**config.mk**
```make
export PLATFORM = sky130hd
export DESIGN_NAME = input_port_irq_debounce
export DESIGN_NICKNAME = d
export VERILOG_FILES = /design/src/input_port_pkg.sv /design/src/input_port_irq_debounce.sv /design/src/pin_debouncer.sv
export VERILOG_INCLUDE_DIRS = /design/src
export SDC_FILE = /design/constraint.sdc
export NUM_CORES = 1
export LEC_CHECK = 0
export ABC_AREA = 1
export ABC_CLOCK_PERIOD_IN_PS = 1300
export BUFFER_PORTS_ARGS = -buffer_cell sky130_fd_sc_hd__buf_2
export CORE_MARGIN = 10
export CORE_UTILIZATION = 44
export CTS_CLUSTER_DIAMETER = 60
export DETAILED_ROUTE_END_ITERATION = 10
export GPL_ROUTABILITY_DRIVEN = 0
export MAX_ROUTING_LAYER = met4
export PLACE_DENSITY = 0.75
export SLEW_MARGIN = 10
export SYNTH_ARGS = -nofsm -noshare
export SYNTH_HDL_FRONTEND = slang
export SYNTH_SLANG_ARGS = --single-unit
```
**constraint.sdc**
```tcl
create_clock -name clk_sys -period 1.3 [get_ports clk_sys]
set_clock_uncertainty 0.2 [all_clocks]
set_input_delay 0.065 -clock clk_sys [delete_from_list [all_inputs] [get_ports clk_sys]]
set_output_delay 0.065 -clock clk_sys [all_outputs]
set_load 0.005 [all_outputs]
```
**src/input_port_defines.svh**
```systemverilog
// Constants for the four-pin input port block: register map, bit positions,
// reset values and bus widths.
// Assumes an Avalon-MM slave with 32-bit data and byte addresses.
`ifndef INPUT_PORT_DEFINES_SVH
`define INPUT_PORT_DEFINES_SVH

`define PIN_COUNT 4
`define ADDR_W 5
`define DATA_W 32

// Register byte offsets
`define OFF_LEVELS 5'h00
`define OFF_ENABLE 5'h04
`define OFF_PENDING 5'h08
`define OFF_POLARITY 5'h0c
`define OFF_BYPASS 5'h10
`define OFF_INHIBIT 5'h14
`define OFF_DIVIDER 5'h18
`define OFF_WAKE 5'h1c

// Field positions
`define PORT_LSB 0
`define PORT_MSB 3
`define DEB_CLK_SEL_BIT 0
`define LANE0_BIT 0

// Reset values
`define ENABLE_RST 4'h0
`define PENDING_RST 4'h0
`define POLARITY_RST 4'h0
`define BYPASS_RST 4'h0
`define INHIBIT_RST 4'h0
`define WAKE_RST 4'h0
`define PORT_ZERO 4'h0
`define READ_ZERO 32'h0000_0000

// Mask options for fitted pull resistors
`define PULLUP_FITTED_DEF 4'h0
`define PULLDOWN_FITTED_DEF 4'hf

`endif

```
**src/input_port_pkg.sv**
```systemverilog
// Types shared by the input port block and its debouncer.
// Assumes input_port_defines.svh is on the include path.
`include "input_port_defines.svh"

package input_port_pkg;

  typedef logic [`PIN_COUNT-1:0] pin_vec_t;

  // Software configuration, one bit per pin in each field
  typedef struct packed {
    pin_vec_t enable;
    pin_vec_t polarity;
    pin_vec_t bypass;
    pin_vec_t inhibit;
  } port_cfg_t;

  // Avalon-MM request as seen by the slave
  typedef struct packed {
    logic [`ADDR_W-1:0] address;
    logic read;
    logic write;
    logic [`DATA_W-1:0] writedata;
    logic [3:0] byteenable;
  } bus_req_t;

endpackage

```
**src/input_port_irq_debounce.sv**
```systemverilog
// Four-pin input port: readback, debounce, edge requests, pull control,
// branch-test, event-clock and start/stop outputs, wake-up detection.
// Assumes pins and prescaler taps synchronous to clk_sys, an Avalon-MM
// master with byte addresses, and an outside interrupt controller.
//
// Operation
// - Software reads the four current pin levels at any time.
// - Every setting except the debounce clock select is held per pin and, apart from the wake pattern, applied separately for each pin.
// - In sleep, a match with a nonzero wake pattern raises wake one clock later.
// - Pull enables keep their setting during sleep.
// - Edge detector takes raw or debounced input per pin.
// - Debouncer accepts a level stable over two debounce clock rises.
// - Each pin requests on rising or falling edge per its polarity bit.
// - All four pins request, each gated by its own enable bit.
// - Reset clears all four enable bits.
// - Only edges after enabling set a flag; masked edges are lost.
// - Pending flags are readable by software.
// - Polarity change onto the active level raises a request.
// - Pull is on when inhibit bit is 0 and only that resistor is fitted.
// - Pull-up and pull-down are never both on.
// - Pins 0 to 2 feed branch tests, debounced and non-inverted.
// - Pin 0 to test one, pin 1 to two, pin 2 to three.
// - Pins 0 and 3 give event clocks with bypass and polarity.
// - Pin 3 raw pad level drives millisecond counter start/stop.
// - Writing 1 clears a pending flag; 0 leaves it.
// - Enable bit 0 blocks storing requests; 1 allows them.
// - Polarity 0 selects rising edge, 1 selects falling edge.
// - Debounce clock is 128 Hz tap at select 0, 1024 Hz at 1.
`timescale 1ns/10ps
`include "input_port_defines.svh"

module input_port_irq_debounce #(
  parameter logic [3:0] pullup_fitted_option = `PULLUP_FITTED_DEF,
  parameter logic [3:0] pulldown_fitted_option = `PULLDOWN_FITTED_DEF
) (
  input wire logic clk_sys,
  input wire logic sys_rst,
  input wire logic [`ADDR_W-1:0] avs_address,
  input wire logic avs_read,
  input wire logic avs_write,
  input wire logic [`DATA_W-1:0] avs_writedata,
  input wire logic [3:0] avs_byteenable,
  output logic [`DATA_W-1:0] avs_readdata,
  output logic avs_waitrequest,
  input wire logic [3:0] input_port,
  input wire logic tap_128hz,
  input wire logic tap_1024hz,
  input wire logic sleep_mode,
  output logic [3:0] pin_irq_pending_flags,
  output logic [3:0] pullup_en,
  output logic [3:0] pulldown_en,
  output logic branch_test_one,
  output logic branch_test_two,
  output logic branch_test_three,
  output logic event_clk_pin0,
  output logic event_clk_pin3,
  output logic millisecond_counter_run,
  output logic wake_request
);

  ////////////////////////////////////////////////////////////////////////////
  // Bus request and handshake
  input_port_pkg::bus_req_t req;
  logic wait_r;
  logic wait_nxt;
  logic [`DATA_W-1:0] rdata_r;
  logic [`DATA_W-1:0] rdata_nxt;
  wire any_req;
  wire take_req;
  wire accept;
  wire wr_acc;
  wire lane0;

  assign req = '{address: avs_address, read: avs_read, write: avs_write,
                 writedata: avs_writedata, byteenable: avs_byteenable};
  assign any_req = req.read || req.write;
  // First cycle of a request: read data are prepared here
  assign take_req = any_req && wait_r;
  // Second cycle: waitrequest low, write takes effect
  assign accept = any_req && !wait_r;
  assign lane0 = req.byteenable[`LANE0_BIT];
  assign wr_acc = accept && req.write && lane0;
  assign wait_nxt = !take_req;

  ////////////////////////////////////////////////////////////////////////////
  // Configuration registers
  input_port_pkg::port_cfg_t cfg_r;
  input_port_pkg::pin_vec_t pend_r;
  input_port_pkg::pin_vec_t pend_nxt;
  input_port_pkg::pin_vec_t wake_pat_r;
  logic deb_sel_r;
  wire [3:0] wdata4;
  wire wr_enable;
  wire wr_pending;
  wire wr_polarity;
  wire wr_bypass;
  wire wr_inhibit;
  wire wr_divider;
  wire wr_wake;

  assign wdata4 = req.writedata[`PORT_MSB:`PORT_LSB];
  assign wr_enable = wr_acc && (req.address == `OFF_ENABLE);
  assign wr_pending = wr_acc && (req.address == `OFF_PENDING);
  assign wr_polarity = wr_acc && (req.address == `OFF_POLARITY);
  assign wr_bypass = wr_acc && (req.address == `OFF_BYPASS);
  assign wr_inhibit = wr_acc && (req.address == `OFF_INHIBIT);
  assign wr_divider = wr_acc && (req.address == `OFF_DIVIDER);
  assign wr_wake = wr_acc && (req.address == `OFF_WAKE);

  always_ff @(posedge clk_sys) begin
    if (sys_rst) begin
      cfg_r.enable <= `ENABLE_RST;
      cfg_r.polarity <= `POLARITY_RST;
      cfg_r.bypass <= `BYPASS_RST;
      cfg_r.inhibit <= `INHIBIT_RST;
      deb_sel_r <= 1'b0;
      wake_pat_r <= `WAKE_RST;
    end else begin
      if (wr_enable) cfg_r.enable <= wdata4;
      if (wr_polarity) cfg_r.polarity <= wdata4;
      if (wr_bypass) cfg_r.bypass <= wdata4;
      if (wr_inhibit) cfg_r.inhibit <= wdata4;
      if (wr_divider) deb_sel_r <= req.writedata[`DEB_CLK_SEL_BIT];
      if (wr_wake) wake_pat_r <= wdata4;
    end
  end

  ////////////////////////////////////////////////////////////////////////////
  // Pin synchroniser and debounce clock tick
  input_port_pkg::pin_vec_t sync1_r;
  input_port_pkg::pin_vec_t raw_r;
  input_port_pkg::pin_vec_t deb_lvl;
  logic tap_prev_r;
  wire tap_sel;
  wire deb_tick;

  always_ff @(posedge clk_sys) begin
    if (sys_rst) begin
      sync1_r <= `PORT_ZERO;
      raw_r <= `PORT_ZERO;
      tap_prev_r <= 1'b0;
    end else begin
      sync1_r <= input_port;
      raw_r <= sync1_r;
      tap_prev_r <= tap_sel;
    end
  end

  assign tap_sel = deb_sel_r ? tap_1024hz : tap_128hz;
  assign deb_tick = tap_sel && !tap_prev_r;

  pin_debouncer u_debouncer (
    .clk_sys(clk_sys),
    .sys_rst(sys_rst),
    .raw_lvl(raw_r),
    .deb_tick(deb_tick),
    .deb_lvl(deb_lvl)
  );

  ////////////////////////////////////////////////////////////////////////////
  // Per-pin edge detection and request flags
  input_port_pkg::pin_vec_t chosen;
  input_port_pkg::pin_vec_t oriented;
  input_port_pkg::pin_vec_t oriented_prev_r;
  input_port_pkg::pin_vec_t edge_hit;

  genvar i;
  generate
    for (i = 0; i < `PIN_COUNT; i = i + 1) begin : g_pin
      assign chosen[i] = cfg_r.bypass[i] ? raw_r[i] : deb_lvl[i];
      // Inverting for falling edges turns every active edge into a rise
      assign oriented[i] = chosen[i] ^ cfg_r.polarity[i];
      assign edge_hit[i] = oriented[i] && !oriented_prev_r[i];
      // Set wins over a simultaneous write-one clear
      assign pend_nxt[i] = (edge_hit[i] && cfg_r.enable[i])
                        || (pend_r[i] && !(wr_pending && wdata4[i]));
    end
  endgenerate

  always_ff @(posedge clk_sys) begin
    if (sys_rst) begin
      oriented_prev_r <= `PORT_ZERO;
      pend_r <= `PENDING_RST;
    end else begin
      oriented_prev_r <= oriented;
      pend_r <= pend_nxt;
    end
  end

  ////////////////////////////////////////////////////////////////////////////
  // Read multiplexer
  assign rdata_nxt = (req.address == `OFF_LEVELS) ? {28'h0, raw_r} :
                     (req.address == `OFF_ENABLE) ? {28'h0, cfg_r.enable} :
                     (req.address == `OFF_PENDING) ? {28'h0, pend_r} :
                     (req.address == `OFF_POLARITY) ? {28'h0, cfg_r.polarity} :
                     (req.address == `OFF_BYPASS) ? {28'h0, cfg_r.bypass} :
                     (req.address == `OFF_INHIBIT) ? {28'h0, cfg_r.inhibit} :
                     (req.address == `OFF_DIVIDER) ? {31'h0, deb_sel_r} :
                     (req.address == `OFF_WAKE) ? {28'h0, wake_pat_r} :
                     `READ_ZERO;

  always_ff @(posedge clk_sys) begin
    if (sys_rst) begin
      wait_r <= 1'b1;
      rdata_r <= `READ_ZERO;
    end else begin
      wait_r <= wait_nxt;
      if (take_req && req.read) rdata_r <= rdata_nxt;
    end
  end

  assign avs_waitrequest = wait_r;
  assign avs_readdata = rdata_r;

  ////////////////////////////////////////////////////////////////////////////
  // Side outputs, all registered
  input_port_pkg::pin_vec_t pu_nxt;
  input_port_pkg::pin_vec_t pd_nxt;
  wire wake_match;

  // A pin with both resistors fitted gets neither; sleep does not matter
  assign pu_nxt = pullup_fitted_option & ~pulldown_fitted_option
                & ~cfg_r.inhibit;
  assign pd_nxt = pulldown_fitted_option & ~pullup_fitted_option
                & ~cfg_r.inhibit;
  assign wake_match = (wake_pat_r != `PORT_ZERO)
                   && ((raw_r & wake_pat_r) == wake_pat_r);

  always_ff @(posedge clk_sys) begin
    if (sys_rst) begin
      pin_irq_pending_flags <= `PENDING_RST;
      pullup_en <= `PORT_ZERO;
      pulldown_en <= `PORT_ZERO;
      branch_test_one <= 1'b0;
      branch_test_two <= 1'b0;
      branch_test_three <= 1'b0;
      event_clk_pin0 <= 1'b0;
      event_clk_pin3 <= 1'b0;
      millisecond_counter_run <= 1'b0;
      wake_request <= 1'b0;
    end else begin
      pin_irq_pending_flags <= pend_nxt;
      pullup_en <= pu_nxt;
      pulldown_en <= pd_nxt;
      branch_test_one <= deb_lvl[0];
      branch_test_two <= deb_lvl[1];
      branch_test_three <= deb_lvl[2];
      event_clk_pin0 <= oriented[0];
      event_clk_pin3 <= oriented[3];
      millisecond_counter_run <= raw_r[3];
      wake_request <= sleep_mode && wake_match;
    end
  end
endmodule

```
**src/pin_debouncer.sv**
```systemverilog
// Debouncer for the four input pins.
// Assumes synchronised pin levels and a one-cycle tick on each rising edge
// of the selected debounce clock.
`timescale 1ns/10ps
`include "input_port_defines.svh"

module pin_debouncer (
  input wire logic clk_sys,
  input wire logic sys_rst,
  input wire input_port_pkg::pin_vec_t raw_lvl,
  input wire logic deb_tick,
  output input_port_pkg::pin_vec_t deb_lvl
);

  input_port_pkg::pin_vec_t deb_r;
  input_port_pkg::pin_vec_t cand_r;
  input_port_pkg::pin_vec_t seen_r;

  assign deb_lvl = deb_r;

  ////////////////////////////////////////////////////////////////////////////
  genvar i;
  generate
    for (i = 0; i < `PIN_COUNT; i = i + 1) begin : g_pin
      wire differs;
      wire confirm;
      assign differs = raw_lvl[i] != deb_r[i];
      // New level seen at two consecutive ticks
      assign confirm = differs && seen_r[i] && (cand_r[i] == raw_lvl[i]);

      always_ff @(posedge clk_sys) begin
        if (sys_rst) begin
          deb_r[i] <= 1'b0;
          cand_r[i] <= 1'b0;
          seen_r[i] <= 1'b0;
        end else if (deb_tick) begin
          deb_r[i] <= confirm ? raw_lvl[i] : deb_r[i];
          cand_r[i] <= raw_lvl[i];
          seen_r[i] <= differs && !confirm;
        end
      end
    end
  endgenerate
endmodule

```
==> run metrics, run 1 <==
status=complete, but fails checks; failing checks=negative hold slack, negative setup slack; CTS H-tree depth=3; final wirelength=between 7000 and 8000 um; Total GRT Usage=15.3%; initial antenna violation count=0; setup TNS=-1350 ps; Yosys warning count=0; Worst Setup Path Type=register to register; Yosys top cell area share=approximately 45%; Yosys reg bits=64; # diodes=0; core area=6310 um^2; Fillers=approximately 530; Slew Viols, Final=0; CP required=around 1300 ps; most frequent cell after synthesis=dfxtp_1; PD cells=about 1000 nW/um^2; IO Pins=between 100 and 150; FF+latch area=around 1300 um^2; setup slack after layout=-95.9 ps; Final Core Density=around 62%; clock slew seen by the registers of the worst setup and hold paths=70 ps; Worst-Skew Late Latency=around 350 ps; total gr overflow=0; Syn Area/Cell=between 7 and 8 um^2; # DRC=0; clock root cell=clkbuf_8; multi-input logic area=about 1400 um^2; Top FF cell, synth=dfxtp_1; die width=~100 um; min Tclk post-route=roughly 1400 ps; Leak=between 1.5 and 2 nW; drt pass-1 iters=4; DPL Wire Length=5640 um; hold slack=-192 ps; sequential area share after synthesis=between 40 and 50%; Post-synth EDFFs=0; Mapped Area=2850 um^2; min-delay worst type=input port to register; DRT iter0 DRCs=between 100 and 150; Via-to-Cell Ratio=a little under 5; final net count=531; die area=about 10000 um^2; CTS tree=built; final hold vios=1; Unique masters post-synth=29; max_cap viols=0; type of origin of the critical path=register; fraction of layout instances using a drive strength above 1=34.7%; CTS Buf Count=9; Syn Inst Count=around 380; total number of vias=between 2000 and 3000; first-pass GRT wire length=12000 um; top post-synthesis cells by area=dfxtp_1 45%, buf_4 8.4%, a21oi_1 8.1%; WP data arrival=roughly 1400 ps; Synth async-reset ratio=0%; Final period util=107%; P&R area growth vs syn=37.8%; largest area contributor in the netlist=dfxtp_1; clock sink count=between 60 and 70; DRT antenna net count=0; Max Buffers Root-to-Sink=2; setup violators final=26; Max VDD drop=0.000708 V; Post-CTS Hold Buffers=14; Worst Path Max Fanout=7; routed len/inst=14.3 um; critical path capture point type=register; height of the chip=100 um; fmax=between 700 and 800 MHz; RSZ-0062 raised after global routing=true; Post-synth top cells=64 x dfxtp_1, 47 x nand2_1, 46 x a21oi_1, 45 x nor2_1, 40 x inv_1; vias in the first global route=about 2600; largest net degree at the start of global routing=37; port bufs=40; Hold Crit Depth=3; standard-cell row count=29; Worst Reg-to-Reg Cells=6; Initial Utilization=~45%
## cells in the final DEF, fill, tap and decap left out, drive strengths merged
| cell type | n |
|---|---|
| clkbuf | 12 |
| mux2i | 1 |
| o21ai | 37 |
| nor3 | 4 |
| a2111oi | 1 |
| nand3b | 1 |
| buf | 87 |
| a211oi | 3 |
| nand4 | 11 |
| nor2 | 51 |
| nor4 | 1 |
| xor2 | 7 |
| inv | 46 |
| nand2 | 47 |
| nand3 | 11 |
| dlymetal6s4s | 2 |
| a21oi | 46 |
| o211ai | 2 |
| dfxtp | 64 |
| a31oi | 1 |
| clkinv | 1 |
| dlygate4sd3 | 12 |
| o21bai | 1 |
| conb | 32 |
## sequential cells by signal, indices dropped and copies added, names as in the netlist, 4 cells and up
name and cells:
avs_readdata 4, cfg_r 16, oriented_prev_r 4, pin_irq_pending_flags 4, pulldown_en 4, raw_r 4, sync1_r 4, u_debouncer.cand_r 4
u_debouncer.deb_lvl 4, u_debouncer.seen_r 4, wake_pat_r 4
## power breakdown
| group | internal, mW | total (mW) | switching, mW |
|---|---|---|---|
| clock | 0.761 | 1.47 | 0.708 |
| sequential | 2.00 | 2.03 | 0.0237 |
| combinational | 0.176 | 0.411 | 0.235 |
| total | 2.94 | 3.91 | 0.967 |
## cells by family after synthesis
logic type	count (synthesis)	share of synthesized area (%)
AOI/OAI and AO/OA	91	16.7
xor gates and xnor gates	7	2.15
buffers and inverters	87	15.9
DFF	64	45.0
muxes	1	0.351
other	1	0.132
and+or+nand+nor	126	19.9
## metrics by stage
step / setup WS (ps) / cell area (um^2) / instances / power (mW)
2_1_floorplan: -7.53 / 2970 / 408 / 2.30
3_3_place_gp: -104 / 3320 / 526 / 2.37
3_5_place_dp: -140 / 3320 / 526 / 2.38
4_1_cts: -71.3 / 3680 / 554 / 3.87
5_1_grt: -208 / 3930 / 558 / 4.03
6_report: -95.9 / 3930 / 558 / 3.91
## area by class of cell
class / instances / share of cell area, %
sequential: 64 / 32.9
tap: 77 / 2.45
clock buffer: 12 / 3.95
multi-input combinational: 257 / 36.8
timing repair buffer: 101 / 19.0
inverter: 46 / 4.78
clock inverter: 1 / 0.128
## path summary, 6_finish.rpt
| path | startpoint | end | slack [ps] |
|---|---|---|---|
| setup / recovery | deb_sel_r | u_debouncer.deb_lvl[3] | -100 |
| hold / removal | tap_128hz | tap_prev_r | -190 |
| setup reg to reg | deb_sel_r | u_debouncer.deb_lvl[3] | -100 |
| hold reg to reg | sync1_r[0] | raw_r[0] | 200 |
## what timing repair did
action | CTS | global route
endpoints found under the hold margin | 34 | 1
endpoints found under the setup margin | 35 | 41
buffers inserted | 1 | 4
pin swaps | 9 | 16
gates resized for setup | 31 | 76
## worst max-delay path, cell delays in order, from the launching register on
cell     delay, ps
dfxtp_2        360
mux2i_4        270
nor2_4          70
nand2_1        100
nor3_1          70
a31oi_1        180
inv_1           50
## per-layer routing
layer	part of all wire [%]	GRT usage [%]	up-vias
li1	-	-	1367
met1	40	16.2	1284
met2	52	26.7	80
met3	6.5	3.29	13
met4	2.1	6.63	0
met5	0	-	-
No activity file was read; power rests on OpenSTA's default activity.
==> inputs of run 2 (changes only) <==
==> constraint.sdc (replaced) <==
create_clock -name clk_sys -period 1.3 [get_ports clk_sys]
set_clock_uncertainty 0.2 [all_clocks]
set_input_delay 0.13 -clock clk_sys [delete_from_list [all_inputs] [get_ports clk_sys]]
set_output_delay 0.13 -clock clk_sys [all_outputs]
set_load 0.005 [all_outputs]
==> run metrics, run 2 (synthesis gave the netlist of run 1 again) <==
WP data arrival=1500 ps (was 1430 ps); clock slew seen by the registers of the worst setup and hold paths=70 ps (about the same); initial antenna violation count=0 (unchanged); min-delay worst type=input port to register (unchanged); Max VDD drop=0.000847 V (was 0.000708 V); IO Pins=104 (unchanged); Max Buffers Root-to-Sink=2 (unchanged); vias in the first global route=2686 (was 2621); failing checks=negative hold slack, negative setup slack (unchanged); commonest non-fill, non-tap cells in the layout=53 x dfxtp_1, 42 x buf_4, 41 x nor2_1 (was 55 x dfxtp_1, 43 x nor2_1, 43 x nand2_1); dpl ws=-240 ps (was -140 ps); core area=6310 um^2 (unchanged); most flop-heavy register=cfg_r (unchanged); Final period util=112% (was 107%); setup TNS=-2100 ps (was -1350 ps); final hold vios=2 (was 1); fmax=687 MHz (was 716 MHz); Fillers=516 (was 532); Total GRT Usage=15.7% (was 15.3%); power consumption=3.85 mW (was 3.91 mW); clock root cell=clkbuf_8 (unchanged); height of the chip=100 um (unchanged); switching part of the total=25.4% (was 24.7%); die area=10100 um^2 (unchanged); P&R area growth vs syn=39.9% (was 37.8%); max_cap viols=0 (unchanged); CP max-delay cell=dfxtp_1 (was dfxtp_2); Largest register FFs=16 (unchanged); total number of vias=2831 (was 2744); setup slack after layout=-157 ps (was -95.9 ps); Slew Viols, Final=0 (unchanged); setup violators final=25 (was 26); clock sink count=64 (unchanged); Worst-Skew Late Latency=340 ps (was 350 ps); final wirelength=8190 um (was 8000 um); Via-to-Cell Ratio=5.06 (was 4.92); CTS tree=built (unchanged); Inst Count DP=523 (was 526); Pint=2.87 mW (was 2.94 mW); fraction of layout instances using a drive strength above 1=38.9% (was 34.7%); CTS H-tree depth=3 (unchanged); sequential power share=52.7% (was 51.9%); final net count=534 (was 531); type of origin of the critical path=register (unchanged); commonest non-fill, non-tap cell in the layout=dfxtp_1 (unchanged); first-pass GRT wire length=12300 um (was 12000 um); Post-CTS Hold Buffers=9 (was 14); clock share of power=36.4% (was 37.6%); Initial Utilization=45.1% (unchanged); Slowest Stage Delay on Critical Path=350 ps (was 360 ps); combinational fraction of design power=11.0% (was 10.5%); # diodes=0 (unchanged); PD cells=965 nW/um^2 (was 995 nW/um^2); Switch Pwr=0.977 mW (was 0.967 mW); CP required=1340 ps (about the same); R2R Path Start=u_debouncer.deb_lvl[3] (was deb_sel_r); critical path capture point type=register (unchanged); Leak=1.80 nW (was 1.79 nW); min Tclk post-route=1460 ps (was 1400 ps); # DRC=0 (unchanged); hold slack=-129 ps (was -192 ps); Worst Path Max Fanout=3 (was 7); final cell count without fillers=560 (was 558); crit-path leading delay family=compound AO/OA/AOI/OAI gates (was flip-flops); DPL Wire Length=5620 um (was 5640 um); DRT antenna net count=0 (unchanged); routed len/inst=14.6 um (was 14.3 um); standard-cell row count=29 (unchanged); Crit path buffers/inverters=2 (was 1); largest net degree at the start of global routing=37 (unchanged); total gr overflow=0 (unchanged); RSZ-0062 raised after global routing=true (unchanged); die width=100 um (unchanged); drt pass-1 iters=4 (unchanged); worst-path cell chain=buf_4, o21ai_0, a21oi_2, nand2_4, nor3_2, a31oi_1, inv_1 (was mux2i_4, nor2_4, nand2_1, nor3_1, a31oi_1, inv_1); Worst Setup Path Type=register to register (unchanged); status=complete, but fails checks (unchanged); DRT iter0 DRCs=171 (was 141); Hold Path Origin=tap_128hz (unchanged); CTS Buf Count=9 (unchanged); port bufs=40 (unchanged); worst setup path start=u_debouncer.deb_lvl[3] (was deb_sel_r)
## run 2: path summary, 6_finish.rpt
path / cells past startpoint / slack (ps) / end
worst max-delay path: 7 / -160 / u_debouncer.deb_lvl[3]
worst min-delay path: 3 / -130 / tap_prev_r
worst max register to register: 7 / -160 / u_debouncer.deb_lvl[3]
worst min register to register: 2 / 200 / raw_r[2]
## run 2: timing repair
action	4_1_cts	5_1_grt
gates resized for setup	38	87
endpoints found under the setup margin	43	44
hold endpoints to repair	28	2
pin swaps	10	26
buffers inserted	4	12
## run 2: power by group through the flow
stage / Combinational [mW] / Sequential, mW / Clock [mW]
2_1_floorplan: 0.233 / 2.06 / 0
3_5_place_dp: 0.312 / 2.07 / 0
3_3_place_gp: 0.306 / 2.06 / 0
6_report: 0.422 / 2.03 / 1.40
5_1_grt: 0.464 / 2.03 / 1.49
4_1_cts: 0.360 / 2.02 / 1.41
## run 2: layout make-up
cell class	count	area, um^2	share of cell area (%)
inverters	46	190	4.77
repair buffers	104	752	18.9
multi-input cells	257	1500	37.7
clock inverters	2	10.0	0.251
clock buffers	10	138	3.45
well taps	77	96.3	2.42
flip-flops and latches	64	1300	32.5
## run 2: tightest hold or removal path, stage by stage
cell	delay, ps
buf_2	100
mux2i_4	70
nor2_1	80
## run 2: layer usage
metal / global-route usage (%) / routed length (um)
met1: 16.7 / 3210
met2: 25.7 / 4170
met3: 3.77 / 576
met4: 9.78 / 236
met5: - / 0
## run 2: stage by stage
stage	utilization, %	hold WS [ps]	cell area [um^2]
after floorplan	-	37.0	2970
after global placement	52.0	135	3280
after detailed placement	52.0	141	3280
after CTS	57.6	-139	3640
after global routing	63.1	-123	3990
final	63.1	-129	3990
